**src/core/rbcs_pkg.sv**
```systemverilog
package rbcs_pkg;
    // register indices on the plain register port
    localparam logic [3:0] RBCS_ADDR_PUDR   = 4'h0; // pull-up disable
    localparam logic [3:0] RBCS_ADDR_OSC_CTRL = 4'h1; // oscillator control
    localparam logic [3:0] RBCS_ADDR_BOOT   = 4'h2; // boot mode status
    localparam logic [3:0] RBCS_ADDR_STAT   = 4'h3; // reset status
    // pull-up disable register fields
    localparam int RBCS_PUDR_RESET_BIT = 0;
    localparam int RBCS_PUDR_BOOT_BIT  = 1;
    localparam int RBCS_PUDR_EMI_BIT   = 2;
    localparam logic [2:0] RBCS_PUDR_RST_VAL = 3'h0;
    // oscillator control fields
    localparam int RBCS_OSC_LEVEL_BIT = 0;
    localparam logic RBCS_OSC_LEVEL_RST = 1'b0;
    // boot status fields
    localparam int RBCS_BOOT_MA_BIT = 0;
    localparam int RBCS_BOOT_MB_BIT = 1;
    localparam int RBCS_BOOT_EMI_BIT = 2;
    // default release delay in internal clocks
    localparam int RBCS_RELEASE_CYCLES = 32;
    // power-on count in clocks, used only to size the release counter cnt_q and the since_q count
    localparam int RBCS_POR_CYCLES = 16;
    localparam logic [15:0] RBCS_ZERO16 = 16'h0000;
endpackage

```
**src/core/rbcs_core.sv**
```systemverilog
`timescale 1ns/10ps
`default_nettype none
// Notes on behaviour
// - external reset low holds all logic in reset
// - internal reset releases synchronously after a fixed clock count
// - reset output pin always follows internal reset state
// - power-on reset asserts automatically at power-up
// - reset pin bit in pull-up disable register turns off its pull-up
// - boot strap high and flash unsecured boots external, else internal
// - both boot straps are tied low inside the package
// - normally boot internal; source also depends on strap and security
// - oscillator level bit resets to zero; zero for ceramic resonator
// - no relaxation oscillator and no controls for one
// - strap high with flash secured is ignored, internal boot
module rbcs_core
    import rbcs_pkg::*;
#(
    parameter int RELEASE_CYCLES = RBCS_RELEASE_CYCLES,
    parameter int POR_CYCLES     = RBCS_POR_CYCLES
)(
    input  wire logic        clk_i,            // internal clock
    input  wire logic        rst_n_i,          // external reset, active low
    input  wire logic        por_n_i,          // power-on reset, active low
    input  wire logic        trst_n_i,         // test reset, observed only
    input  wire logic        flash_secured_i,  // flash security state
    input  wire logic [3:0]  addr_i,           // register index
    input  wire logic [15:0] wdata_i,          // write data
    input  wire logic        we_i,             // write strobe
    input  wire logic        re_i,             // read strobe
    output logic      [15:0] rdata_o,          // read data, next cycle
    output logic             sys_rst_n_o,      // internal reset, active low
    output logic             reset_output_pin_o, // reset output, high = reset
    output logic             reset_pullup_en_o,  // reset pin pull-up enable
    output logic             boot_pullup_en_o,   // boot strap pull-up enable
    output logic             emi_pullup_en_o,    // memory strap pull-up enable
    output logic             boot_external_o,  // mode a: external boot
    output logic             flash_unsecure_o, // mode b: flash not secured
    output logic             oscillator_level_select_o // high-level osc mode
);
    localparam int CW = $clog2(RELEASE_CYCLES + POR_CYCLES + 2);

    logic external_boot_strap;
    logic external_memory_mode_strap;
    assign external_boot_strap        = 1'b0;
    assign external_memory_mode_strap = 1'b0;

    logic any_rst_n;
    assign any_rst_n = rst_n_i & por_n_i;

    typedef enum logic [2:0] {
        RBCS_S_HOLD  = 3'b001,
        RBCS_S_COUNT = 3'b010,
        RBCS_S_RUN   = 3'b100
    } rbcs_state_t;

    rbcs_state_t state_q, state_d;
    logic [CW-1:0] cnt_q, cnt_d;
    logic sync1_q, sync2_q;

    // two-flop release of the combined reset
    always_ff @(posedge clk_i or negedge any_rst_n)
    begin
        if (!any_rst_n)
        begin
            sync1_q <= 1'b0;
            sync2_q <= 1'b0;
        end
        else
        begin
            sync1_q <= 1'b1;
            sync2_q <= sync1_q;
        end
    end

    // release sequencer next state
    always_comb
    begin
        state_d = state_q;
        cnt_d   = cnt_q;
        case (state_q)
            RBCS_S_HOLD:
            begin
                cnt_d = '0;
                if (sync2_q)
                    state_d = RBCS_S_COUNT;
            end
            RBCS_S_COUNT:
            begin
                cnt_d = cnt_q + 1'b1;
                if (cnt_q == CW'(RELEASE_CYCLES - 1))
                    state_d = RBCS_S_RUN;
            end
            RBCS_S_RUN:
            begin
                cnt_d = cnt_q;
            end
            default:
            begin
                state_d = RBCS_S_HOLD;
                cnt_d   = '0;
            end
        endcase
    end

    // held in reset while external or power-on reset low
    always_ff @(posedge clk_i or negedge any_rst_n)
    begin
        if (!any_rst_n)
        begin
            state_q <= RBCS_S_HOLD;
            cnt_q   <= '0;
        end
        else
        begin
            state_q <= state_d;
            cnt_q   <= cnt_d;
        end
    end

    logic run;
    assign run = (state_q == RBCS_S_RUN);

    assign sys_rst_n_o        = run;
    assign reset_output_pin_o = ~run;

    logic [2:0] pudr_q, pudr_d;
    logic       osc_q, osc_d;
    logic       ma_q, ma_d, mb_q, mb_d;
    logic [15:0] rdata_q, rdata_d;

    // register index match, shared by write and read decoding
    function automatic logic rbcs_hit(input logic [3:0] a,
                                      input logic [3:0] idx);
        return (a == idx);
    endfunction

    // register writes, boot latch and read mux
    always_comb
    begin
        pudr_d  = pudr_q;
        osc_d   = osc_q;
        ma_d    = ma_q;
        mb_d    = mb_q;
        rdata_d = rdata_q;
        // strap selects external boot when unsecured
        if (!run)
        begin
            mb_d = ~flash_secured_i;
            ma_d = external_boot_strap & ~flash_secured_i;
        end
        else if (we_i)
        begin
            // writes are refused until the sequencer runs
            if (rbcs_hit(addr_i, RBCS_ADDR_PUDR))
                pudr_d = wdata_i[2:0];
            else if (rbcs_hit(addr_i, RBCS_ADDR_OSC_CTRL))
                osc_d = wdata_i[RBCS_OSC_LEVEL_BIT];
        end
        if (re_i)
        begin
            if (rbcs_hit(addr_i, RBCS_ADDR_PUDR))
                rdata_d = {13'h0000, pudr_q};
            else if (rbcs_hit(addr_i, RBCS_ADDR_OSC_CTRL))
                rdata_d = {15'h0000, osc_q};
            else if (rbcs_hit(addr_i, RBCS_ADDR_BOOT))
                rdata_d = {13'h0000, external_memory_mode_strap, mb_q, ma_q};
            else if (rbcs_hit(addr_i, RBCS_ADDR_STAT))
                rdata_d = {13'h0000, trst_n_i, sync2_q, run};
            else
                rdata_d = RBCS_ZERO16;
        end
        else
            rdata_d = RBCS_ZERO16;
    end

    always_ff @(posedge clk_i or negedge any_rst_n)
    begin
        if (!any_rst_n)
        begin
            pudr_q  <= RBCS_PUDR_RST_VAL;
            osc_q   <= RBCS_OSC_LEVEL_RST;
            ma_q    <= 1'b0;
            mb_q    <= 1'b0;
            rdata_q <= RBCS_ZERO16;
        end
        else
        begin
            pudr_q  <= pudr_d;
            osc_q   <= osc_d;
            ma_q    <= ma_d;
            mb_q    <= mb_d;
            rdata_q <= rdata_d;
        end
    end

    assign rdata_o = rdata_q;
    assign reset_pullup_en_o = ~pudr_q[RBCS_PUDR_RESET_BIT];
    assign boot_pullup_en_o  = ~pudr_q[RBCS_PUDR_BOOT_BIT];
    assign emi_pullup_en_o   = ~pudr_q[RBCS_PUDR_EMI_BIT];
    assign boot_external_o   = ma_q;
    assign flash_unsecure_o  = mb_q;
    assign oscillator_level_select_o = osc_q;

    // cycles spent counting since sync release
    logic [CW-1:0] since_q, since_d;
    always_comb
    begin
        since_d = since_q;
        if (sync2_q && !run)
            since_d = since_q + 1'b1;
    end

    // register the count, cleared by external or power-on reset
    always_ff @(posedge clk_i or negedge any_rst_n)
    begin
        if (!any_rst_n)
            since_q <= '0;
        else
            since_q <= since_d;
    end

    a_release_delay: assert property (@(posedge clk_i) disable iff (!any_rst_n)
        $rose(run) |-> since_q == CW'(RELEASE_CYCLES + 1))
        else $error("release not after fixed count");
    a_pin_follow: assert property (@(posedge clk_i) disable iff (!any_rst_n)
        reset_output_pin_o == ~sys_rst_n_o)
        else $error("reset output not mirroring");
    a_hold_reset: assert property (@(posedge clk_i) disable iff (!any_rst_n)
        !sync2_q |-> reset_output_pin_o)
        else $error("reset dropped early");
    a_secure_boot: assert property (@(posedge clk_i) disable iff (!any_rst_n)
        $rose(run) && $past(flash_secured_i) |-> !boot_external_o)
        else $error("external boot with secured flash");
    a_boot_internal: assert property (@(posedge clk_i) disable iff (!any_rst_n)
        run |-> !boot_external_o)
        else $error("external boot with strap low");
    a_osc_reset: assert property (@(posedge clk_i) disable iff (!any_rst_n)
        !run |-> !oscillator_level_select_o)
        else $error("osc level bit not zero in reset");
    a_osc_write: assert property (@(posedge clk_i) disable iff (!any_rst_n)
        run && we_i && addr_i == RBCS_ADDR_OSC_CTRL |=>
        oscillator_level_select_o ==
        $past(wdata_i[RBCS_OSC_LEVEL_BIT]))
        else $error("osc level write lost");
    a_pullup_off: assert property (@(posedge clk_i) disable iff (!any_rst_n)
        run && we_i && addr_i == RBCS_ADDR_PUDR && wdata_i[0] |=>
        !reset_pullup_en_o)
        else $error("reset pull-up not disabled");
    // mode b tracks security while held
    a_mode_latch: assert property (@(posedge clk_i) disable iff (!any_rst_n)
        !run |=> flash_unsecure_o == ~$past(flash_secured_i))
        else $error("security state not latched");
    // second sync stage only after the first
    a_sync_order: assert property (@(posedge clk_i) disable iff (!any_rst_n)
        sync2_q |-> sync1_q)
        else $error("sync stages out of order");
    // counter never passes the release count
    a_count_bound: assert property (@(posedge clk_i) disable iff (!any_rst_n)
        state_q == RBCS_S_COUNT |-> cnt_q < CW'(RELEASE_CYCLES))
        else $error("release counter overran");
    // once released the core stays out of reset
    a_run_sticky: assert property (@(posedge clk_i) disable iff (!any_rst_n)
        run |=> run)
        else $error("internal reset reasserted without cause");
    a_write_refused: assert property (@(posedge clk_i)
        disable iff (!any_rst_n)
        !run |=> $stable(oscillator_level_select_o))
        else $error("write taken during reset");
    a_pullup_held: assert property (@(posedge clk_i) disable iff (!any_rst_n)
        !run |-> reset_pullup_en_o)
        else $error("reset pull-up off during reset");
    a_pullup_boot: assert property (@(posedge clk_i) disable iff (!any_rst_n)
        run && we_i && addr_i == RBCS_ADDR_PUDR |=>
        boot_pullup_en_o == ~$past(wdata_i[RBCS_PUDR_BOOT_BIT]))
        else $error("boot pull-up write lost");
    a_mode_frozen: assert property (@(posedge clk_i) disable iff (!any_rst_n)
        run |=> $stable(flash_unsecure_o))
        else $error("mode bit changed after release");
    a_emi_zero: assert property (@(posedge clk_i) disable iff (!any_rst_n)
        re_i && addr_i == RBCS_ADDR_BOOT |=>
        !rdata_o[RBCS_BOOT_EMI_BIT])
        else $error("memory strap read as one");
    // level bit reads back as stored
    a_osc_readback: assert property (@(posedge clk_i) disable iff (!any_rst_n)
        re_i && addr_i == RBCS_ADDR_OSC_CTRL |=>
        rdata_o == {15'h0000, $past(oscillator_level_select_o)})
        else $error("level bit read back wrong");
    // read data stands one cycle only
    a_rdata_idle: assert property (@(posedge clk_i) disable iff (!any_rst_n)
        !re_i |=> rdata_o == RBCS_ZERO16)
        else $error("read data not cleared");

    c_release: cover property (@(posedge clk_i) disable iff (!any_rst_n)
        $rose(run));
    c_osc_set: cover property (@(posedge clk_i) disable iff (!any_rst_n)
        $rose(oscillator_level_select_o));
    c_secured: cover property (@(posedge clk_i) disable iff (!any_rst_n)
        run && !flash_unsecure_o);
    c_unsecured: cover property (@(posedge clk_i) disable iff (!any_rst_n)
        run && flash_unsecure_o);
    c_pullup_off: cover property (@(posedge clk_i) disable iff (!any_rst_n)
        $fell(reset_pullup_en_o));
endmodule // rbcs_core
`default_nettype wire

```
**config.mk**
```make
export PLATFORM = sky130hd
export DESIGN_NAME = rbcs_core
export DESIGN_NICKNAME = d
export VERILOG_FILES = /design/src/core/rbcs_pkg.sv /design/src/core/rbcs_core.sv
export SDC_FILE = /design/constraint.sdc
export NUM_CORES = 1
export LEC_CHECK = 0
export BUFFER_PORTS_ARGS = -buffer_cell sky130_fd_sc_hd__buf_4
export CORE_MARGIN = 2
export CORE_UTILIZATION = 48
export DETAILED_ROUTE_END_ITERATION = 8
export PLACE_DENSITY = 0.8
export SETUP_SLACK_MARGIN = 0.02
export SLEW_MARGIN = 10
export SYNTH_ARGS = -nofsm -noshare
export SYNTH_HDL_FRONTEND = slang
export SYNTH_SLANG_ARGS = --single-unit
```
**constraint.sdc**
```tcl
create_clock -name clk_i -period 3.05 [get_ports clk_i]
set_clock_uncertainty 0.1 [all_clocks]
set_input_delay 0.61 -clock clk_i [delete_from_list [all_inputs] [get_ports clk_i]]
set_output_delay 0.61 -clock clk_i [all_outputs]
set_load 0.1 [all_outputs]
```
==> impl_metrics.env, run 1 <==
export IMPL_final_cells=155
export IMPL_powerDensity_nw_per_um2=524
export IMPL_clock_sinks=19
export IMPL_grt_max_degree=20
export IMPL_drc=0
export IMPL_slew_headroom_pct=46.0
export IMPL_vias=737
export IMPL_synth_seq_cells=19
export IMPL_nets=157
export IMPL_tns_ns=0
export IMPL_synth_most_common_cell="dfrtp_1"
export IMPL_grt_pass1_vias=679
export IMPL_multi_input_area_sq_um=445
export IMPL_initialDrtViolationCount=6
export IMPL_p_leak_nw=0.584
export IMPL_die_x_microns=49.9
export IMPL_synth_area_sq_um=1010
export IMPL_synth_ff_type="dfrtp_1"
export IMPL_first_pass_iters=4
export IMPL_start_util_pct=51.1
export IMPL_netlist_area_leader_share_pct=44.5
export IMPL_seqCellArea_sq_um=477
export IMPL_worstSetupPathType="reg -> out"
export IMPL_insertion_delay_ns=0.30
export IMPL_netlist_instances=102
export IMPL_dp_cells=151
export IMPL_postSynthAreaPerCell_sq_um=9.92
export IMPL_clk_pin_slew_ns=0.11
export IMPL_tightest_slew_ns=0.810
export IMPL_yosysWarnings=0
export IMPL_coreArea_sq_um=1980
export IMPL_cts_root_buffer="clkbuf_4"
export IMPL_routed_via_density=4.75
export IMPL_antenna_left=0
export IMPL_run_status="finished, final reports clean"
export IMPL_drive_above_1_share_pct=26.6
export IMPL_yosysUniqueCellTypes=31
export IMPL_vdd_ir_drop_max_uv=361
export IMPL_cp_arrival_ns=1.56
export IMPL_grt_busiest_layer="met2"
export IMPL_area_growth_syn_to_layout_pct=17.6
export IMPL_maxCapViolations=0
export IMPL_r2r_slack_ns=1.26
export IMPL_synth_common_cells="dfrtp_1, buf_4, inv_1"
export IMPL_rows=16
export IMPL_finalMaxSlewViolations=0
export IMPL_rsz0062_at_grt="false"
export IMPL_io_buffer_count=23
export IMPL_diodes=0
export IMPL_postCtsSetupBuffers=0
export IMPL_finalSetupViolCount=0
export IMPL_ys_top_cells_by_area="dfrtp_1, buf_4, mux2_1"
export IMPL_dp_slack_ns=0.960
export IMPL_cts_hold_buf=0
export IMPL_antenna_found_initial=0
export IMPL_met2_usage_pct=25.3
export IMPL_period_minus_slack_ns=2.27
export IMPL_worstPathMaxFanout=8
export IMPL_h_tree_depth=1
export IMPL_die_h_microns=49.9
export IMPL_synth_edf_count=0
export IMPL_cts_buffers=3
export IMPL_fillers=167
export IMPL_endpoint_kind="primary output"
export IMPL_setup_ws_ns=0.781
export IMPL_gp_congestion=0.828
export IMPL_dieArea_sq_um=2490
export IMPL_cp_required_ns=2.34
export IMPL_post_route_period_util_pct=74.4
export IMPL_hp_class="reg -> reg"
export IMPL_grt_overflow_total=0
export IMPL_clock_tree_buffer_depth=2
export IMPL_hpwl_mm=1.35
export IMPL_grt_first_pass_wirelength_mm=2.95
export IMPL_async_reset_ff_share_pct=100
export IMPL_synth_seq_area_share_pct=47.1
export IMPL_drt_wirelength_per_cell_microns=11.1
export IMPL_startpoint_type="flip-flop"
export IMPL_pin_count=51
export IMPL_yosysTopAreaCell="dfrtp_1"
export IMPL_grt_total_usage_pct=15.4
export IMPL_drt_wl_total_mm=1.72
export IMPL_hold_violations=0
export IMPL_post_cts_resized=0
export IMPL_use_met1_pct=20.2
export IMPL_grtUsageMet3_pct=3.03
export IMPL_max_freq_ghz=0.441
export IMPL_cts_tree="done"
per-layer routing:
layer  up-vias  part of all wire (%)
li1        375                     -
met1       334                    44
met2        26                    48
met3         2                   6.0
met4         0                   1.3
met5         -                     0
final cells by class:
class	count	area share (%)
multi-input combinational	73	37.4
sequential	19	40.1
clock buffer	3	1.89
timing repair buffer	23	14.5
clock inverter	1	0.421
inverter	9	2.84
tap	27	2.84
state kept, by name, summed over array words and instances (netlist names):
signal,count
rdata_o,3
pudr_q,3
flash_unsecure_o,1
sync2_q,1
sync1_q,1
cnt_q,6
state_q,3
oscillator_level_select_o,1
kinds of logic (layout without fill, tap and decap cells):
| kind of cell | Yosys count | after routing | synth area share, % |
|---|---|---|---|
| simple gates | 33 | 33 | 20.3 |
| buf+inv | 23 | 36 | 13.7 |
| flops | 19 | 19 | 47.1 |
| compound gates | 18 | 18 | 10.5 |
| mux | 5 | 5 | 5.56 |
| other cells | 2 | 15 | 0.742 |
| fa+ha+maj | 1 | 1 | 1.24 |
| xor+xnor | 1 | 1 | 0.865 |
cells in the final DEF, fill, tap and decap left out, drive strengths merged, types with 2 or more instances in the layout:
cell type / n
a21oi: 7
a22o: 2
buf: 23
clkbuf: 3
conb: 15
dfrtp: 18
inv: 9
mux2: 5
nand2: 7
nand2b: 3
nand3: 7
nor2: 3
nor3: 3
nor3b: 2
o21ai: 6
or4: 2
report_power, final:
part	switching, mW	total [mW]	internal, mW	leakage, nW
Combinational	0.134	0.184	0.0500	0.314
Clock	0.0773	0.126	0.0488	0.0177
Sequential	0.0346	0.314	0.279	0.253
Total	0.246	0.624	0.378	0.584
through the flow:
stage	power [mW]	utilization, %	hold WS, ns	area (sq um)
6_report	0.624	60.0	0.259	1190
5_1_grt	0.664	60.0	0.267	1190
4_1_cts	0.630	60.0	0.261	1190
3_5_place_dp	0.504	58.6	0.236	1160
3_3_place_gp	0.497	58.6	0.234	1160
2_1_floorplan	0.478	-	0.231	1060
path summary, 6_finish.rpt:
check                                             from                     end  cells after the start
worst max-delay path            state_q[2]$_DFFE_PN0P_      reset_output_pin_o                      3
worst min register to register       sync1_q$_DFF_PN0_       sync2_q$_DFF_PN0_                      0
worst max register to register  state_q[2]$_DFFE_PN0P_   pudr_q[0]$_DFFE_PN0P_                      4
max in group asynchronous                      rst_n_i    cnt_q[1]$_DFFE_PN0P_                      2
min in group asynchronous                      por_n_i  state_q[1]$_DFFE_PN0P_                      2
worst min-delay path                 sync1_q$_DFF_PN0_       sync2_q$_DFF_PN0_                      0
critical path, cell delays in order (launching register included):
cell,delay [ns]
dfrtp_1,0.46
nor3b_4,0.40
inv_2,0.14
buf_4,0.26
Power figures use the tool's default switching activity.
==> inputs of run 2 (changes only) <==
- CORE_UTILIZATION: 48 -> 40
- PLACE_DENSITY: 0.8 -> 0.7
- clock period: 3.05 -> 2 ns (I/O delays scaled with it)
==> run 2 against run 1 <==
Effect of this change:
- clock-buffer cell count increased by 1
- hold slack worse by 0.21 ns
- critical path type unchanged
- die area increased by 18%
- setup slack worse by 0.68 ns
- global-route usage decreased by 1.3 points
- non-clock buffer count is 2 higher
- routed wire length up 6.6%
- register-to-register slack worse by 0.95 ns
- final cell count grew 3.2%
- total power increased by 52%
- first-iteration DRC count rose to 2.8 times the previous value
- utilization is 9.5 points lower
- largest power group unchanged
==> impl_metrics.env, run 2 (same netlist as run 1, synthesis figures left out) <==
export IMPL_maxCapViolations=0
export IMPL_regMostFlops="cnt_q"
export IMPL_fillers=229
export IMPL_cts_buffers=3
export IMPL_cpMaxStageDelayCell="dfstp_2"
export IMPL_tns_ns=0
export IMPL_rsz0062_at_grt="false"
export IMPL_dieArea_sq_um=2950
export IMPL_net_switching_power_mw=0.368
export IMPL_pin_count=51
export IMPL_gp_congestion=0.754
export IMPL_start_util_pct=41.6
export IMPL_diodes=0
export IMPL_vdd_ir_drop_max_uv=489
export IMPL_dp_slack_ns=0.0787
export IMPL_powerDensity_nw_per_um2=773
export IMPL_antenna_found_initial=0
export IMPL_antenna_left=0
export IMPL_multi_input_area_sq_um=445
export IMPL_startpoint_type="flip-flop"
export IMPL_reg2reg_from="state_q[2]$_DFFE_PN0P_"
export IMPL_run_status="finished, final reports clean"
export IMPL_first_pass_iters=4
export IMPL_vias=788
export IMPL_power_frac_seq_pct=50.8
export IMPL_nets=159
export IMPL_cp_arrival_ns=1.40
export IMPL_drt_wirelength_per_cell_microns=11.5
export IMPL_critPathLaunch="state_q[0]$_DFFE_PN1P_"
export IMPL_r2r_end="pudr_q[0]$_DFFE_PN0P_"
export IMPL_period_minus_slack_ns=1.90
export IMPL_hp_class="in -> async"
export IMPL_rows=18
export IMPL_grt_total_usage_pct=14.2
export IMPL_io_buffer_count=23
export IMPL_cts_tree="done"
export IMPL_cts_root_buffer="clkbuf_4"
export IMPL_post_dp_cell_area_sq_um=1190
export IMPL_slew_headroom_pct=65.8
export IMPL_grt_first_pass_wirelength_mm=2.99
export IMPL_worstSetupPathType="reg -> out"
export IMPL_post_route_period_util_pct=94.9
export IMPL_clk_pin_slew_ns=0.10
export IMPL_setup_ws_ns=0.102
export IMPL_postCtsSetupBuffers=0
export IMPL_tightest_slew_ns=0.512
export IMPL_critPathMaxStageDelay_ns=0.62
export IMPL_endpoint_kind="primary output"
export IMPL_cts_hold_buf=0
export IMPL_critical_path_cell_chain="nor3b_4, bufinv_8, buf_6"
export IMPL_routed_via_density=4.93
export IMPL_grt_max_degree=20
export IMPL_die_h_microns=54.3
export IMPL_hold_violations=0
export IMPL_hpwl_mm=1.42
export IMPL_p_clk_share_pct=19.7
export IMPL_clock_sinks=19
export IMPL_insertion_delay_ns=0.29
export IMPL_holdWs_ns=0.0486
export IMPL_layout_common_cells="buf_4, dfrtp_1, conb_1"
export IMPL_cp_required_ns=1.50
export IMPL_p_leak_nw=0.600
export IMPL_seqCellArea_sq_um=478
export IMPL_area_growth_syn_to_layout_pct=21.5
export IMPL_clock_tree_buffer_depth=2
export IMPL_finalMaxSlewViolations=0
export IMPL_initialDrtViolationCount=17
export IMPL_fin_area_sq_um=1230
export IMPL_drc=0
export IMPL_swShare_pct=38.7
export IMPL_p_int_mw=0.583
export IMPL_grt_overflow_total=0
export IMPL_coreArea_sq_um=2430
export IMPL_h_tree_depth=1
export IMPL_final_common_cell="buf_4"
export IMPL_drive_above_1_share_pct=27.7
export IMPL_critPathCapture="reset_output_pin_o"
export IMPL_worstPathMaxFanout=7
export IMPL_r2r_slack_ns=0.31
export IMPL_die_x_microns=54.3
export IMPL_drt_wl_total_mm=1.83
export IMPL_max_freq_ghz=0.527
export IMPL_reg2reg_depth=4
export IMPL_finalSetupViolCount=0
export IMPL_total_power_mw=0.951
export IMPL_grt_pass1_vias=736
export IMPL_pwr_share_comb_pct=29.4
export IMPL_largest_reg_flops=6
==> run 2: cell count changes in the layout (fill, tap and decap cells not counted) <==
cell / delta
clkinv_2: -1
clkbuf_1: +1
bufinv_8: +1
inv_2: -1
dfrtp_1: -1
dfrtp_2: +1
buf_6: +2
==> run 2: metrics by stage <==
| stage | std cells | utilization, % |
|---|---|---|
| after detailed placement | 156 | 49.1 |
| after global routing | 160 | 50.6 |
| after global placement | 156 | 49.1 |
| final | 160 | 50.6 |
| after floorplan | 115 | - |
| after CTS | 160 | 50.4 |
==> run 2: repair_timing <==
item / in CTS / in global routing
gates cloned: 0 / 0
gates resized for setup: 1 / 2
setup endpoints to repair: 1 / 1
==> run 2: routing by layer <==
layer	vias to the layer above	global-route usage [%]	part of all wire, %
li1	379	-	-
met1	380	16.8	44
met2	27	24.9	49
met3	2	2.46	7.0
met4	0	6.25	0.27
met5	-	0	0
==> run 2: critical path: cells and delay by family (launching register included) <==
| kind | cells | cell delay, ns |
|---|---|---|
| and+or+nand+nor | 1 | 0.06 |
| DFF | 1 | 0.62 |
| buffers and inverters | 2 | 0.42 |
==> run 2: layout make-up <==
| class | instances | share of cell area (%) |
|---|---|---|
| multi-input combinational | 73 | 36.2 |
| tap | 30 | 3.05 |
| timing repair buffer | 25 | 15.9 |
| clock buffer | 4 | 2.14 |
| inverter | 9 | 3.87 |
| sequential | 19 | 38.9 |
==> run 2: worst min-delay path by stage <==
| stage | from | end | slack (ns) | depth (start not counted) |
|---|---|---|---|---|
| floorplan | sync1_q$_DFF_PN0_ | sync2_q$_DFF_PN0_ | 0.23 | 0 |
| finish | por_n_i | pudr_q[1]$_DFFE_PN0P_ | 0.05 | 3 |
| global route | por_n_i | cnt_q[2]$_DFFE_PN0P_ | 0.09 | 3 |
| CTS | por_n_i | pudr_q[2]$_DFFE_PN0P_ | 0.05 | 3 |
| detailed placement | sync1_q$_DFF_PN0_ | sync2_q$_DFF_PN0_ | 0.24 | 0 |
| global placement | sync1_q$_DFF_PN0_ | sync2_q$_DFF_PN0_ | 0.23 | 0 |
==> run 2: power by group through the flow <==
stage	combinational, mW	clock [mW]	sequential, mW
finish	0.280	0.188	0.483
global route	0.304	0.212	0.495
CTS	0.282	0.201	0.482
detailed placement	0.281	0	0.488
global placement	0.276	0	0.485
floorplan	0.238	0	0.491
==> inputs of run 3 (changes only) <==
--- a/config.mk
+++ b/config.mk
@@ -13,3 +13,2 @@
 export SETUP_SLACK_MARGIN = 0.02
-export SLEW_MARGIN = 10
 export SYNTH_ARGS = -nofsm -noshare
==> constraint.sdc (replaced) <==
create_clock -name clk_i -period 2 [get_ports clk_i]
set_clock_uncertainty 0.1 [all_clocks]
set_input_delay 0.3 -clock clk_i [delete_from_list [all_inputs] [get_ports clk_i]]
set_output_delay 0.3 -clock clk_i [all_outputs]
set_load 0.1 [all_outputs]
==> run 3 against run 2 <==
Effect of this change:
- first-iteration DRC count down 12%
- via count up 1.4%
- global-route usage up 0.17 points
- non-clock buffer count up 2
- total power up 0.20%
- design area up 0.92%
- combinational power about the same
- critical path depth unchanged
- routed wire length up 1.6%
- largest cell class unchanged
- fmax up 1.6%
==> impl_metrics.env, run 3 (same netlist as run 1, synthesis figures left out) <==
export IMPL_routed_via_density=4.93
export IMPL_postCtsSetupBuffers=0
export IMPL_start_util_pct=41.6
export IMPL_vias=799
export IMPL_drt_wirelength_per_cell_microns=11.5
export IMPL_worstSetupPathType="reg -> out"
export IMPL_grt_total_usage_pct=14.4
export IMPL_cpMaxStageDelayCell="dfstp_2"
export IMPL_largest_reg_flops=6
export IMPL_clk_pin_slew_ns=0.10
export IMPL_cts_root_buffer="clkbuf_4"
export IMPL_final_cells=162
export IMPL_endpoint_kind="primary output"
export IMPL_holdWs_ns=0.0680
export IMPL_p_leak_nw=0.609
export IMPL_grt_overflow_total=0
export IMPL_hpwl_mm=1.42
export IMPL_startpoint_type="flip-flop"
export IMPL_critical_path_cell_chain="nor3b_4, bufinv_8, buf_4"
export IMPL_grt_pass1_vias=742
export IMPL_area_growth_syn_to_layout_pct=22.6
export IMPL_hold_violations=0
export IMPL_gp_congestion=0.754
export IMPL_wl_met3_microns=129
export IMPL_fin_area_sq_um=1240
export IMPL_diodes=0
export IMPL_post_dp_cell_area_sq_um=1190
export IMPL_hp_class="in -> reg"
export IMPL_top_layer="met4"
export IMPL_h_tree_depth=1
export IMPL_nets=161
export IMPL_maxCapViolations=0
export IMPL_insertion_delay_ns=0.29
export IMPL_met2_wirelength_microns=910
export IMPL_drc=0
export IMPL_period_minus_slack_ns=1.87
export IMPL_coreArea_sq_um=2430
export IMPL_post_cts_resized=0
export IMPL_dieArea_sq_um=2950
export IMPL_slew_headroom_pct=65.6
export IMPL_rows=18
export IMPL_regMostFlops="cnt_q"
export IMPL_cp_required_ns=1.60
export IMPL_worstPathMaxFanout=7
export IMPL_pin_count=51
export IMPL_cp_top_family="flip-flops"
export IMPL_powerDensity_nw_per_um2=768
export IMPL_final_common_cell="buf_4"
export IMPL_clock_tree_buffer_depth=2
export IMPL_die_x_microns=54.3
export IMPL_grt_max_degree=20
export IMPL_cp_num_buf_inv=2
export IMPL_cts_buffers=3
export IMPL_critPathMaxStageDelay_ns=0.62
export IMPL_rsz0062_at_grt="false"
export IMPL_max_freq_ghz=0.535
export IMPL_die_h_microns=54.3
export IMPL_run_status="finished, final reports clean"
export IMPL_initialDrtViolationCount=15
export IMPL_io_buffer_count=23
export IMPL_post_route_period_util_pct=93.4
export IMPL_antenna_left=0
export IMPL_wl_met1_microns=818
export IMPL_vdd_ir_drop_max_uv=488
export IMPL_drt_wl_total_mm=1.86
export IMPL_antenna_found_initial=0
export IMPL_finalSetupViolCount=0
export IMPL_first_pass_iters=4
export IMPL_dp_cells=156
export IMPL_cts_hold_buf=2
export IMPL_grt_first_pass_wirelength_mm=3.03
export IMPL_finalMaxSlewViolations=0
export IMPL_cts_tree="done"
export IMPL_clock_sinks=19
export IMPL_drive_above_1_share_pct=26.5
export IMPL_cp_arrival_ns=1.47
export IMPL_layout_common_cells="buf_4, dfrtp_1, conb_1"
export IMPL_tightest_slew_ns=0.515
[run 3: stage by stage]
stage / TNS, ns / total power [mW] / utilization [%] / setup slack (ns)
final: 0 / 0.953 / 51.0 / 0.133
after global routing: 0 / 1.01 / 51.0 / 0.0579
after CTS: 0 / 0.967 / 51.0 / 0.116
after detailed placement: 0 / 0.769 / 49.1 / 0.179
after global placement: 0 / 0.761 / 49.1 / 0.230
after floorplan: -3.00 / 0.728 / - / -0.594
[run 3: final timing paths]
check / end / startpoint / slack (ns) / cells past startpoint
max: reset_output_pin_o / state_q[0]$_DFFE_PN1P_ / 0.13 / 3
min: flash_unsecure_o$_DFFE_PN0P_ / flash_secured_i / 0.07 / 2
max reg2reg: pudr_q[0]$_DFFE_PN0P_ / state_q[1]$_DFFE_PN0P_ / 0.30 / 4
min reg2reg: sync2_q$_DFF_PN0_ / sync1_q$_DFF_PN0_ / 0.27 / 0
max in group asynchronous: state_q[0]$_DFFE_PN1P_ / por_n_i / 0.49 / 5
min in group asynchronous: pudr_q[1]$_DFFE_PN0P_ / rst_n_i / 0.50 / 4
[run 3: cell type report]
type                       count  area (sq um)
fill                         227          1190
sequential                    19           477
multi-input combinational     73           445
timing repair buffer          27           208
inverter                       9          47.5
tap                           30          37.5
clock buffer                   4          26.3
[run 3: layer usage]
| metal | vias up | track usage, % |
|---|---|---|
| met5 | - | 0 |
| met4 | 0 | 6.25 |
| met3 | 2 | 2.46 |
| met2 | 27 | 25.3 |
| met1 | 387 | 17.0 |
| li1 | 383 | - |
[run 3: power by group]
| part | switching, mW | internal [mW] | total (mW) |
|---|---|---|---|
| clock network | 0.111 | 0.0775 | 0.188 |
| logic | 0.203 | 0.0799 | 0.283 |
| registers | 0.0554 | 0.426 | 0.481 |
| total | 0.370 | 0.583 | 0.953 |
